[config.mk]
export PLATFORM = sky130hd
export DESIGN_NAME = mgc_mode_decoder
export DESIGN_NICKNAME = d
export VERILOG_FILES = /design/src/shared/mgc_pkg.sv /design/src/logic/mgc_pin_sync.sv /design/src/logic/mgc_mode_decoder.sv
export VERILOG_INCLUDE_DIRS = /design/src /design/src/shared
export SDC_FILE = /design/constraint.sdc
export NUM_CORES = 1
export LEC_CHECK = 0
export BUFFER_PORTS_ARGS = -buffer_cell sky130_fd_sc_hd__buf_2
export CAP_MARGIN = 40
export CORE_UTILIZATION = 33
export DETAILED_ROUTE_END_ITERATION = 8
export GPL_TIMING_DRIVEN = 0
export SLEW_MARGIN = 10
export SYNTH_ARGS = -nofsm -noshare
export SYNTH_HDL_FRONTEND = slang
export SYNTH_SLANG_ARGS = --single-unit
[constraint.sdc]
create_clock -name core_clk_in -period 3.5 [get_ports core_clk_in]
set_clock_uncertainty 0.15 [all_clocks]
set_input_delay 0.175 -clock core_clk_in [delete_from_list [all_inputs] [get_ports core_clk_in]]
set_output_delay 0.175 -clock core_clk_in [all_outputs]
set_load 0.01 [all_outputs]
[src/shared/mgc_regs.svh]
// register offsets, field positions, reset values and codes of the mode command decoder
`ifndef MGC_REGS_SVH
`define MGC_REGS_SVH

// avalon register byte offsets
`define MGC_OFS_CTRL 4'h0
`define MGC_OFS_MODE 4'h4
`define MGC_OFS_STAT 4'h8

// control register fields
`define MGC_CTRL_GUARD_BIT 0
`define MGC_CTRL_RESET 1'h0

// mode codes, five bits
`define MGC_MODE_INIT 5'h00
`define MGC_MODE_FLASH 5'h01
`define MGC_MODE_NREQ 5'h02
`define MGC_MODE_NORMAL 5'h03
`define MGC_MODE_LP_BIT 4

// spi frame layout
`define MGC_FRAME_BITS 5'h10
`define MGC_MODE_ADDR 5'h0E
`define MGC_TOP_READ 2'h0
`define MGC_TOP_WRITE 2'h1
`define MGC_TOP_STATUS 2'h3
`define MGC_OFF_PREFIX 2'h3
`define MGC_CODE_NREQ 4'h2

// fixed status byte returned in bits 15..8
`define MGC_FIX_STATUS 8'h00

// lfsr seed for the key source
`define MGC_LFSR_SEED 8'hA5

`endif

[src/shared/mgc_pkg.sv]
// types shared by the mode command decoder
package mgc_pkg;

    typedef logic [4:0] mgc_mode_t;

    // decoded fields of one received 16-bit frame
    typedef struct packed {
        logic [1:0] top;
        logic [4:0] addr;
        logic sel;
        logic b7;
        logic [3:0] code_lo;
        logic [2:0] low;
    } mgc_frame_t;

    // device state as software sees it
    typedef struct packed {
        logic key_valid;
        logic guard;
        logic [2:0] key;
        logic debug;
        logic safe_off;
        mgc_mode_t mode;
    } mgc_stat_t;

endpackage : mgc_pkg

[src/logic/mgc_pin_sync.sv]
// three-stage pin synchroniser, a change counts once stages two and three agree
`timescale 1ns/1ps
module mgc_pin_sync #(
    parameter int WIDTH = 1,
    parameter logic [WIDTH-1:0] INIT = '0
) (
    input wire logic core_clk_in,
    input wire logic srst_in,
    input wire logic [WIDTH-1:0] pin_in,
    output logic [WIDTH-1:0] sync_out
);

    logic [WIDTH-1:0] s1_r;
    logic [WIDTH-1:0] s2_r;
    logic [WIDTH-1:0] s3_r;

    // shift chain, first stage feeds only the second
    always_ff @(posedge core_clk_in) begin
        if (srst_in) begin
            s1_r <= INIT;
            s2_r <= INIT;
            s3_r <= INIT;
        end else begin
            s1_r <= pin_in;
            s2_r <= s1_r;
            s3_r <= s2_r;
        end
    end

    // per bit agreement filter
    genvar i;
    generate
        for (i = 0; i < WIDTH; i++) begin : g_bit
            always_ff @(posedge core_clk_in) begin
                if (srst_in) begin
                    sync_out[i] <= INIT[i];
                end else if (s2_r[i] == s3_r[i]) begin
                    sync_out[i] <= s3_r[i];
                end
            end
        end
    endgenerate

endmodule : mgc_pin_sync

[src/logic/mgc_mode_decoder.sv]
// mode register global command decoder with spi slave and avalon register port
// What this block does
// - key guard enabled only in init mode
// - normal mode read commands return the key
// - key sits on response bits two to zero
// - unguarded 0x5C60 enters regulator off low power
// - 1D00 returns mode, exits debug, keeps safe
// - 1D80 returns mode, releases safe output
// - DD00 exits debug, reports safe and debug
// - DD80 keeps debug, releases safe, reports both
// - response carries fixed status and mode code
// - five bit mode code, top bit low power
// - safe status bit one means driver off
// - debug status bit one means debug active
// - pending wake flag wakes right after entry
`timescale 1ns/1ps
`include "mgc_regs.svh"
module mgc_mode_decoder (
    input wire logic core_clk_in,
    input wire logic srst_in,
    input wire logic [3:0] avs_address_in,
    input wire logic avs_read_in,
    input wire logic avs_write_in,
    input wire logic [31:0] avs_writedata_in,
    output logic [31:0] avs_readdata_out,
    output logic avs_waitrequest_out,
    input wire logic spi_sclk_in,
    input wire logic spi_cs_n_in,
    input wire logic spi_mosi_in,
    output logic spi_miso_out,
    input wire logic wake_pending_in,
    input wire logic debug_strap_in,
    output logic safe_drive_out,
    output logic debug_active_out,
    output mgc_pkg::mgc_mode_t mode_out,
    output logic low_power_regulator_off_out,
    output logic timed_wakeup_out,
    output logic cyclic_sense_out
);

    logic sclk_s;
    logic cs_n_s;
    logic mosi_s;
    logic sclk_d_r;
    logic cs_n_d_r;
    logic [4:0] cnt_r;
    logic [15:0] rx_r;
    logic [15:0] tx_r;
    logic [2:0] cand_key_r;
    logic [2:0] key_r;
    logic key_valid_r;
    logic guard_r;
    logic [7:0] lfsr_r;
    logic strap_done_r;
    logic frame_done;
    logic cs_fall;
    logic sclk_rise;
    logic sclk_fall;
    logic avs_req;
    logic avs_take;
    logic force_mode;
    logic is_read;
    logic is_wr;
    logic is_lp;
    logic key_ok;
    logic lp_enter;
    mgc_pkg::mgc_frame_t fr;
    mgc_pkg::mgc_stat_t stat;
    logic [15:0] resp_nxt;
    logic [31:0] rdata_nxt;

    // pins are asynchronous to the core clock
    mgc_pin_sync #(
        .WIDTH(3),
        .INIT(3'h2)
    ) u_sync (
        .core_clk_in(core_clk_in),
        .srst_in(srst_in),
        .pin_in({spi_sclk_in, spi_cs_n_in, spi_mosi_in}),
        .sync_out({sclk_s, cs_n_s, mosi_s})
    );

    // edge detection on filtered pins
    always_ff @(posedge core_clk_in) begin
        if (srst_in) begin
            sclk_d_r <= 1'b0;
            cs_n_d_r <= 1'b1;
        end else begin
            sclk_d_r <= sclk_s;
            cs_n_d_r <= cs_n_s;
        end
    end

    assign cs_fall = cs_n_d_r && !cs_n_s;
    assign sclk_rise = !cs_n_s && sclk_s && !sclk_d_r;
    assign sclk_fall = !cs_n_s && !sclk_s && sclk_d_r;
    assign frame_done = !cs_n_d_r && cs_n_s && (cnt_r == `MGC_FRAME_BITS);

    // frame field split and command classes
    assign fr = mgc_pkg::mgc_frame_t'(rx_r);
    assign is_read = frame_done && fr.sel && (fr.addr == `MGC_MODE_ADDR)
        && ((fr.top == `MGC_TOP_READ) || (fr.top == `MGC_TOP_STATUS));
    // mode writes carry bit eight low, so only top bits and address select them
    assign is_wr = frame_done && (fr.addr == `MGC_MODE_ADDR) && (fr.top == `MGC_TOP_WRITE);
    assign is_lp = is_wr && (fr.b7 || (fr.code_lo[3:2] == `MGC_OFF_PREFIX));
    assign key_ok = !guard_r || (key_valid_r && (fr.low == ~key_r));
    assign lp_enter = is_lp && (mode_out == `MGC_MODE_NORMAL) && key_ok;

    // free running key source
    always_ff @(posedge core_clk_in) begin
        if (srst_in) begin
            lfsr_r <= `MGC_LFSR_SEED;
        end else begin
            lfsr_r <= {lfsr_r[6:0], lfsr_r[7] ^ lfsr_r[5] ^ lfsr_r[4] ^ lfsr_r[3]};
        end
    end

    // response word: fixed status, mode, key
    always_comb begin
        resp_nxt = {`MGC_FIX_STATUS, mode_out, lfsr_r[2:0]};
    end

    // serial bit counter and receive shifter
    always_ff @(posedge core_clk_in) begin
        if (srst_in) begin
            cnt_r <= 5'h00;
            rx_r <= 16'h0000;
        end else if (cs_fall) begin
            cnt_r <= 5'h00;
        end else if (sclk_rise) begin
            rx_r <= {rx_r[14:0], mosi_s};
            if (cnt_r != 5'h11) begin
                cnt_r <= cnt_r + 5'h01;
            end
        end
    end

    // response word load and status patch once top bits are known
    always_ff @(posedge core_clk_in) begin
        if (srst_in) begin
            tx_r <= 16'h0000;
            cand_key_r <= 3'h0;
        end else if (cs_fall) begin
            tx_r <= resp_nxt;
            cand_key_r <= lfsr_r[2:0];
        end else if (sclk_rise && cnt_r == 5'h01 && {rx_r[0], mosi_s} == `MGC_TOP_STATUS) begin
            tx_r[2:0] <= {1'b0, !safe_drive_out, debug_active_out};
        end
    end

    // miso: msb at select, next bit on each falling clock
    always_ff @(posedge core_clk_in) begin
        if (srst_in) begin
            spi_miso_out <= 1'b0;
        end else if (cs_fall) begin
            spi_miso_out <= resp_nxt[15];
        end else if (sclk_fall && cnt_r != 5'h00 && cnt_r < `MGC_FRAME_BITS) begin
            spi_miso_out <= tx_r[4'(15 - cnt_r)];
        end
    end

    // key issue on a normal mode read, consumed by low power entry
    always_ff @(posedge core_clk_in) begin
        if (srst_in) begin
            key_r <= 3'h0;
            key_valid_r <= 1'b0;
        end else if (is_read && fr.top == `MGC_TOP_READ && mode_out == `MGC_MODE_NORMAL) begin
            key_r <= cand_key_r;
            key_valid_r <= 1'b1;
        end else if (lp_enter) begin
            key_valid_r <= 1'b0;
        end
    end

    // avalon request handshake, one wait cycle then waitrequest low
    assign avs_req = avs_read_in || avs_write_in;
    assign avs_take = avs_req && !avs_waitrequest_out;
    assign force_mode = avs_take && avs_write_in && (avs_address_in == `MGC_OFS_MODE);

    always_ff @(posedge core_clk_in) begin
        if (srst_in) begin
            avs_waitrequest_out <= 1'b1;
        end else if (avs_req && avs_waitrequest_out) begin
            avs_waitrequest_out <= 1'b0;
        end else begin
            avs_waitrequest_out <= 1'b1;
        end
    end

    // read data mux, unmapped offsets read zero
    assign stat = '{key_valid: key_valid_r, guard: guard_r, key: key_r, debug: debug_active_out,
        safe_off: !safe_drive_out, mode: mode_out};
    always_comb begin
        unique case (avs_address_in)
            `MGC_OFS_CTRL: rdata_nxt = {31'h00000000, guard_r};
            `MGC_OFS_MODE: rdata_nxt = {27'h0000000, mode_out};
            `MGC_OFS_STAT: rdata_nxt = {20'h00000, stat};
            default: rdata_nxt = 32'h00000000;
        endcase
    end

    always_ff @(posedge core_clk_in) begin
        if (srst_in) begin
            avs_readdata_out <= 32'h00000000;
        end else if (avs_read_in && avs_waitrequest_out) begin
            avs_readdata_out <= rdata_nxt;
        end
    end

    // guard enable writable only while in init mode
    always_ff @(posedge core_clk_in) begin
        if (srst_in) begin
            guard_r <= `MGC_CTRL_RESET;
        end else if (avs_take && avs_write_in && avs_address_in == `MGC_OFS_CTRL
            && mode_out == `MGC_MODE_INIT) begin
            guard_r <= avs_writedata_in[`MGC_CTRL_GUARD_BIT];
        end
    end

    // current mode
    always_ff @(posedge core_clk_in) begin
        if (srst_in) begin
            mode_out <= `MGC_MODE_INIT;
        end else if (force_mode) begin
            mode_out <= avs_writedata_in[4:0];
        end else if (mode_out[`MGC_MODE_LP_BIT] && wake_pending_in) begin
            mode_out <= `MGC_MODE_NREQ;
        end else if (lp_enter) begin
            mode_out <= {1'b1, fr.code_lo};
        end else if (is_wr && mode_out[`MGC_MODE_LP_BIT] && !fr.b7 && fr.code_lo == `MGC_CODE_NREQ) begin
            mode_out <= `MGC_MODE_NREQ;
        end
    end

    // low power selection details
    always_ff @(posedge core_clk_in) begin
        if (srst_in) begin
            low_power_regulator_off_out <= 1'b0;
            timed_wakeup_out <= 1'b0;
            cyclic_sense_out <= 1'b0;
        end else if (lp_enter) begin
            low_power_regulator_off_out <= !fr.b7;
            timed_wakeup_out <= fr.b7 ? fr.code_lo[3] : fr.code_lo[1];
            cyclic_sense_out <= fr.b7 ? fr.code_lo[2] : fr.code_lo[0];
        end
    end

    // fail-safe driver, active from reset until released
    always_ff @(posedge core_clk_in) begin
        if (srst_in) begin
            safe_drive_out <= 1'b1;
        end else if (is_read && fr.b7) begin
            safe_drive_out <= 1'b0;
        end
    end

    // debug state caught from strap after reset, left on command
    always_ff @(posedge core_clk_in) begin
        if (srst_in) begin
            strap_done_r <= 1'b0;
            debug_active_out <= 1'b0;
        end else if (!strap_done_r) begin
            strap_done_r <= 1'b1;
            debug_active_out <= debug_strap_in;
        end else if (is_read && !fr.b7) begin
            debug_active_out <= 1'b0;
        end
    end
endmodule : mgc_mode_decoder

==> out/results.ini, run 1 <==
[floorplan]
rows = 37
core_area_um2 = 10200
ioPinCount = 89
start_util_pct = 33.9
die_y_um = 104
die_width_um = 104
die_area_um2 = 10900

[synth]
ys_warn_count = 0
synth-edff-count = 0
async_reset_ff_share_pct = 0
synth_cells = 390
ys.flop_type = dfxtp_1
synth_top_area_cell = dfxtp_1
syn_area_per_cell_um2 = 8.88
synth_area_leaders = dfxtp_1 49%, nand2_1 7.4%, a21oi_1 5.6%
synth_top_area_share_pct = 48.5
yosys_register_bits = 84
ys_seq_area_share_pct = 48.5
syn-cell-area_um2 = 3460
synthDistinctLibCells = 50

[cells_and_area]
final_core_util_pct = 41.0
area_growth_pct = 21.1
n_fill_cell = 1045
nets = 518
final_layout_size_suffix_gt1_share_pct = 20.1
n_antenna_cell = 0
stdcell_count = 609

[setup_path]
cp.arrival_ps = 2190
worstSetupEndpointType = register
r2r_setup_slack_ps = 1480
r2r_start = avs_waitrequest_out
worstSetupStartpoint = avs_read_in
start_kind = primary input
cp_max_fo = 7
crit_type = in -> reg
rr_endpoint = avs_readdata_out[10]
cp-endpoint = avs_readdata_out[10]
required_ps = 3640
ff2ff_path_depth = 5

[route]
drc_errors = 0
wl_per_cell_um = 12.9
via_count = 2887
drtAntennaViolNets = 0
via_per_inst = 4.74
drt_wl_total_mm = 7.85
drt_iter0_markers = 105
drt_pass1_iterations = 4

[sta]
timing.final.crit_share_pct = 58.8
max_freq_mhz = 486
slew_headroom_pct = 36.7
setup_viol = 0
rsz0062_at_grt = false
hold_violations = 0
setup_tns_ps = 0
timing_worst_slew_pin_value_ps = 947
period_minus_slack_ps = 2060
slew_violations = 0

[cts]
clk_path_buf_depth = 2
path_clk_slew_ps = 90
clkLatencyLatePin_ps = 350
clock-sinks = 84
cts_resized = 0
cts_inserted_buffers = 9
cts_root_buf = clkbuf_8
cts_tree = yes
htreeDepth = 3

[placed_design]
dp.cells = 585
io_buffer_count = 40
place_congestion = 0.745
hpwlAfterDp_mm = 5.65

[global_routing]
grt_usage_pct = 14.3
grt_pass1_vias = 2573
grt.overflow.total = 0
grt_pass1_wl_mm = 12.6
antenna_found_initial = 0
grt_max_degree = 16

[power]
total_power_mw = 1.81
power_density_nw_per_um2 = 430
vdd_drop_max_v = 0.000207
p_leak_nw = 1.71

[status]
status = finished clean

[job]
drv_cap = 0

[worst_hold_path]
hold_class = in -> reg

[worst min-delay path by stage]
stage,from,to,slack (ps),depth (start not counted)
after floorplan,spi_cs_n_in,u_sync.s1_r[1],130,1
after global placement,spi_cs_n_in,u_sync.s1_r[1],210,2
after detailed placement,spi_cs_n_in,u_sync.s1_r[1],210,2
after CTS,avs_writedata_in[1],mode_out[1],0.3,5
after global routing,avs_writedata_in[1],mode_out[1],50,5
final,avs_writedata_in[1],mode_out[1],10,5
[worst max-delay path, stage by stage]
cell and delay [ps]:
dlygate4sd3_1 520, buf_2 100, nand2_1 120, nor3_1 200, nor3b_1 800, a22oi_1 140, nor2_1 140
[per-layer routing]
layer	GRT usage, %	vias up	part of all wire, %
li1	-	1444	-
met2	23.0	65	47
met3	1.94	11	3.7
met1	19.5	1367	49
met4	4.90	0	1.2
met5	0	-	0
[cell usage in the layout, fill, tap and decap left out, types with 10 or more instances in the layout]
cell type / netlist / layout
clkbuf_8: 0 / 10
conb_1: 1 / 20
inv_1: 10 / 10
buf_2: 3 / 43
clkbuf_1: 11 / 11
nor2_1: 33 / 33
buf_4: 20 / 20
a22oi_1: 12 / 12
dfxtp_1: 84 / 84
a21oi_1: 39 / 39
nor2b_1: 12 / 12
nand2_1: 68 / 68
[power by group]
| part | total [mW] | internal, mW | switching (mW) | leakage [nW] |
|---|---|---|---|---|
| registers | 0.983 | 0.971 | 0.0117 | 0.682 |
| logic | 0.0991 | 0.0462 | 0.0529 | 0.924 |
| clock network | 0.724 | 0.356 | 0.368 | 0.0995 |
[final cells by class]
cell class              count  area [um2]  share of cell area (%)
flip-flops and latches     84        1680                    40.1
clock inverters             6        71.3                    1.70
inverters                  11        41.3                   0.984
plain buffers              37         225                    5.37
multi-input cells         277        1590                    37.8
well taps                 136         170                    4.06
repair buffers             48         280                    6.68
clock buffers              10         138                    3.28
[through the flow]
stage | area [um2] | hold slack [ps] | setup slack, ps
6_report | 4200 | 9.55 | 1440
5_1_grt | 4200 | 46.9 | 1270
4_1_cts | 4200 | 0.313 | 1470
3_5_place_dp | 3910 | 209 | 1460
3_3_place_gp | 3910 | 213 | 1440
2_1_floorplan | 3540 | 129 | 1710
[kinds of logic after synthesis]
kind of cell / synth area share, %
other: 0.108
xor gates and xnor gates: 2.78
adders and majority gates: 1.81
muxes: 3.03
buffers and inverters: 7.69
AOI/OAI and AO/OA: 13.1
and+or+nand+nor: 22.9
DFF: 48.5
[what timing repair did]
item | CTS | global route
setup endpoints to repair | 0 | 0
hold buffers | 8 | 0
hold endpoints to repair | 7 | 0
setup buffers | 0 | 0
[cell usage after synthesis, types with 3 or more instances]
| cell | n |
|---|---|
| nand2_1 | 68 |
| nor4b_1 | 4 |
| nor3_1 | 4 |
| nor2b_1 | 12 |
| inv_1 | 10 |
| mux2i_1 | 3 |
| nand4_1 | 6 |
| xor2_1 | 5 |
| dfxtp_1 | 84 |
| or2_2 | 7 |
| buf_2 | 3 |
| nor2_1 | 33 |
| a21oi_1 | 39 |
| and3_1 | 4 |
| nand2b_1 | 3 |
| xnor2_1 | 6 |
| a22oi_1 | 12 |
| clkbuf_1 | 11 |
| a21o_1 | 3 |
| ha_1 | 5 |
| o21ai_0 | 8 |
| buf_4 | 20 |
[registers in the layout (all words and copies together), names as in the netlist, 5 cells and up]
name,flops
fr,16
avs_readdata_out,12
lfsr_r,8
tx_r,8
cnt_r,5
mode_out,5
No activity file was read; power rests on OpenSTA's default activity.
==> inputs of run 2 (changes only) <==
clock period = 1.89 ns   (was 3.5 ns; I/O delays follow)
==> out/results.ini, run 2 (synthesized netlist as in run 1, its figures left out) <==
[route]
drt_wl_total_mm = 8.09  ; +3.0%
drt_iter0_markers = 135  ; +29%
drc_errors = 0  ; unchanged
dr_wl_met3_um = 349  ; +19%
via_per_inst = 4.71  ; -0.63%
drt_pass1_iterations = 4  ; unchanged
wl_met1_mm = 3.85  ; +0.84%
wl_per_cell_um = 13.1  ; +1.3%
maxUsedRoutingLayer = met4
wl_met2_mm = 3.77  ; +3.3%
drtAntennaViolNets = 0  ; unchanged
via_count = 2916  ; +1.0%

[cts]
cts_inserted_buffers = 9  ; unchanged
path_clk_slew_ps = 90  ; about the same
clock-sinks = 84  ; unchanged
clkLatencyLatePin_ps = 350  ; about the same
cts_root_buf = clkbuf_8
cts_tree = yes
clk_path_buf_depth = 2  ; unchanged
htreeDepth = 3  ; unchanged

[placed_design]
place_congestion = 0.745  ; unchanged
io_buffer_count = 40  ; unchanged
preCtsSetupSlack_ps = -99.1  ; -1560 ps
hpwlAfterDp_mm = 5.65  ; unchanged

[sta]
max_freq_mhz = 544
slew_violations = 0  ; unchanged
setup_tns_ps = 0  ; unchanged
period_minus_slack_ps = 1840
hold_violations = 0  ; unchanged
timing_worst_slew_pin_value_ps = 698  ; -249 ps
setup_viol = 0  ; unchanged
fin_ws_ps = 52.5  ; -1390 ps
timing.hold.ws_ps = 11.2  ; +1.64 ps
slew_headroom_pct = 53.0  ; +16 points
timing.final.crit_share_pct = 97.2

[power]
power_density_nw_per_um2 = 767  ; +78%
total_power_mw = 3.35  ; +86%
p_int_mw = 2.55  ; +86%
vdd_drop_max_v = 0.000388  ; +87%
p_switching_uw = 803  ; +85%
p_leak_nw = 1.76  ; +3.3%
combPwrFrac_pct = 5.8  ; +0.3 points
clkPwrFrac_pct = 40.0  ; about the same
p_sw_share_pct = 24.0  ; about the same
seqPwrFrac_pct = 54.3  ; about the same

[cells_and_area]
nets = 528  ; +1.9%
area_growth_pct = 26.0
n_antenna_cell = 0  ; unchanged
final_layout_size_suffix_gt1_share_pct = 25.1  ; +5.0 points
final_common_cell = dfxtp_1
final_cell_mix = 72 x dfxtp_1, 68 x nand2_1, 41 x buf_2
largest_reg_flops = 16  ; unchanged

[global_routing]
antenna_found_initial = 0  ; unchanged
grt.overflow.total = 0  ; unchanged
grt_usage_pct = 14.7  ; +0.39 points
grt_max_degree = 16  ; unchanged
grt_pass1_vias = 2621  ; +1.9%
grt_pass1_wl_mm = 12.9  ; +2.5%

[worst_hold_path]
hold_path_startpoint = avs_address_in[3]
hold_class = in -> reg

[floorplan]
start_util_pct = 33.9  ; unchanged
die_y_um = 104  ; unchanged
die_width_um = 104  ; unchanged
die_area_um2 = 10900  ; unchanged
core_area_um2 = 10200  ; unchanged
rows = 37  ; unchanged
ioPinCount = 89  ; unchanged

[setup_path]
worstSetupStartpoint = cnt_r[0]
cp.arrival_ps = 1920  ; -270 ps
cp_max_fo = 6  ; -1
start_kind = register
crit_type = reg -> reg
r2r_start = cnt_r[0]
worstSetupEndpointType = register
required_ps = 1970  ; -1670 ps

[job]
drv_cap = 0  ; unchanged

[status]
status = finished clean

## run 2: cell count changes in the layout (fill, tap and decap cells not counted), sizes merged
cell,delta
buf,+5
dlygate4sd3,+5
## run 2: per-layer routing
| layer | up-vias | global-route usage (%) |
|---|---|---|
| met5 | - | 0 |
| met4 | 0 | 5.20 |
| met3 | 13 | 2.13 |
| li1 | 1467 | - |
| met1 | 1378 | 19.9 |
| met2 | 58 | 23.7 |
## run 2: stage by stage
stage / instance area, um2 / instances / util [%]
finish: 4370 / 619 / 42.7
global route: 4370 / 619 / 42.7
CTS: 4290 / 615 / 42.0
detailed placement: 3910 / 585 / 38.2
global placement: 3910 / 585 / 38.2
floorplan: 3540 / 409 / -
## run 2: final cells by class
| cell class | count | area, um2 |
|---|---|---|
| Fill cell | 1023 | 5860 |
| Sequential cell | 84 | 1700 |
| Multi-Input combinational cell | 277 | 1640 |
| Timing Repair Buffer | 59 | 375 |
| Buffer | 36 | 228 |
| Tap cell | 136 | 170 |
| Clock buffer | 10 | 138 |
| Clock inverter | 6 | 71.3 |
| Inverter | 11 | 41.3 |
## run 2: worst paths after layout
kind                            cells past startpoint            to  slack [ps]
worst max-delay path                                5  spi_miso_out          50
worst min-delay path                                5       guard_r          10
worst max register to register                      5  spi_miso_out          50
worst min register to register                      1     lfsr_r[7]         270
## run 2: critical path, stage by stage (launching register included)
cell     delay, ps
dfxtp_2        360
buf_6          140
mux4_1         550
mux2_2         280
a32oi_1        190
nor2_1          50
## run 2: repair_timing
| item | CTS | global route |
|---|---|---|
| hold buffers | 13 | 0 |
| setup endpoints to repair | 19 | 23 |
| gates resized for setup | 10 | 19 |
| pin swaps | 2 | 2 |
| hold endpoints to repair | 12 | 0 |
| buffers inserted | 1 | 5 |
## run 2: power by group through the flow
stage               sequential, mW  clock (mW)  combinational (mW)
finish                        1.82        1.34               0.194
global placement              1.86           0               0.169
floorplan                     1.85           0               0.119
detailed placement            1.86           0               0.171
global route                  1.82        1.44               0.213
CTS                           1.82        1.36               0.192
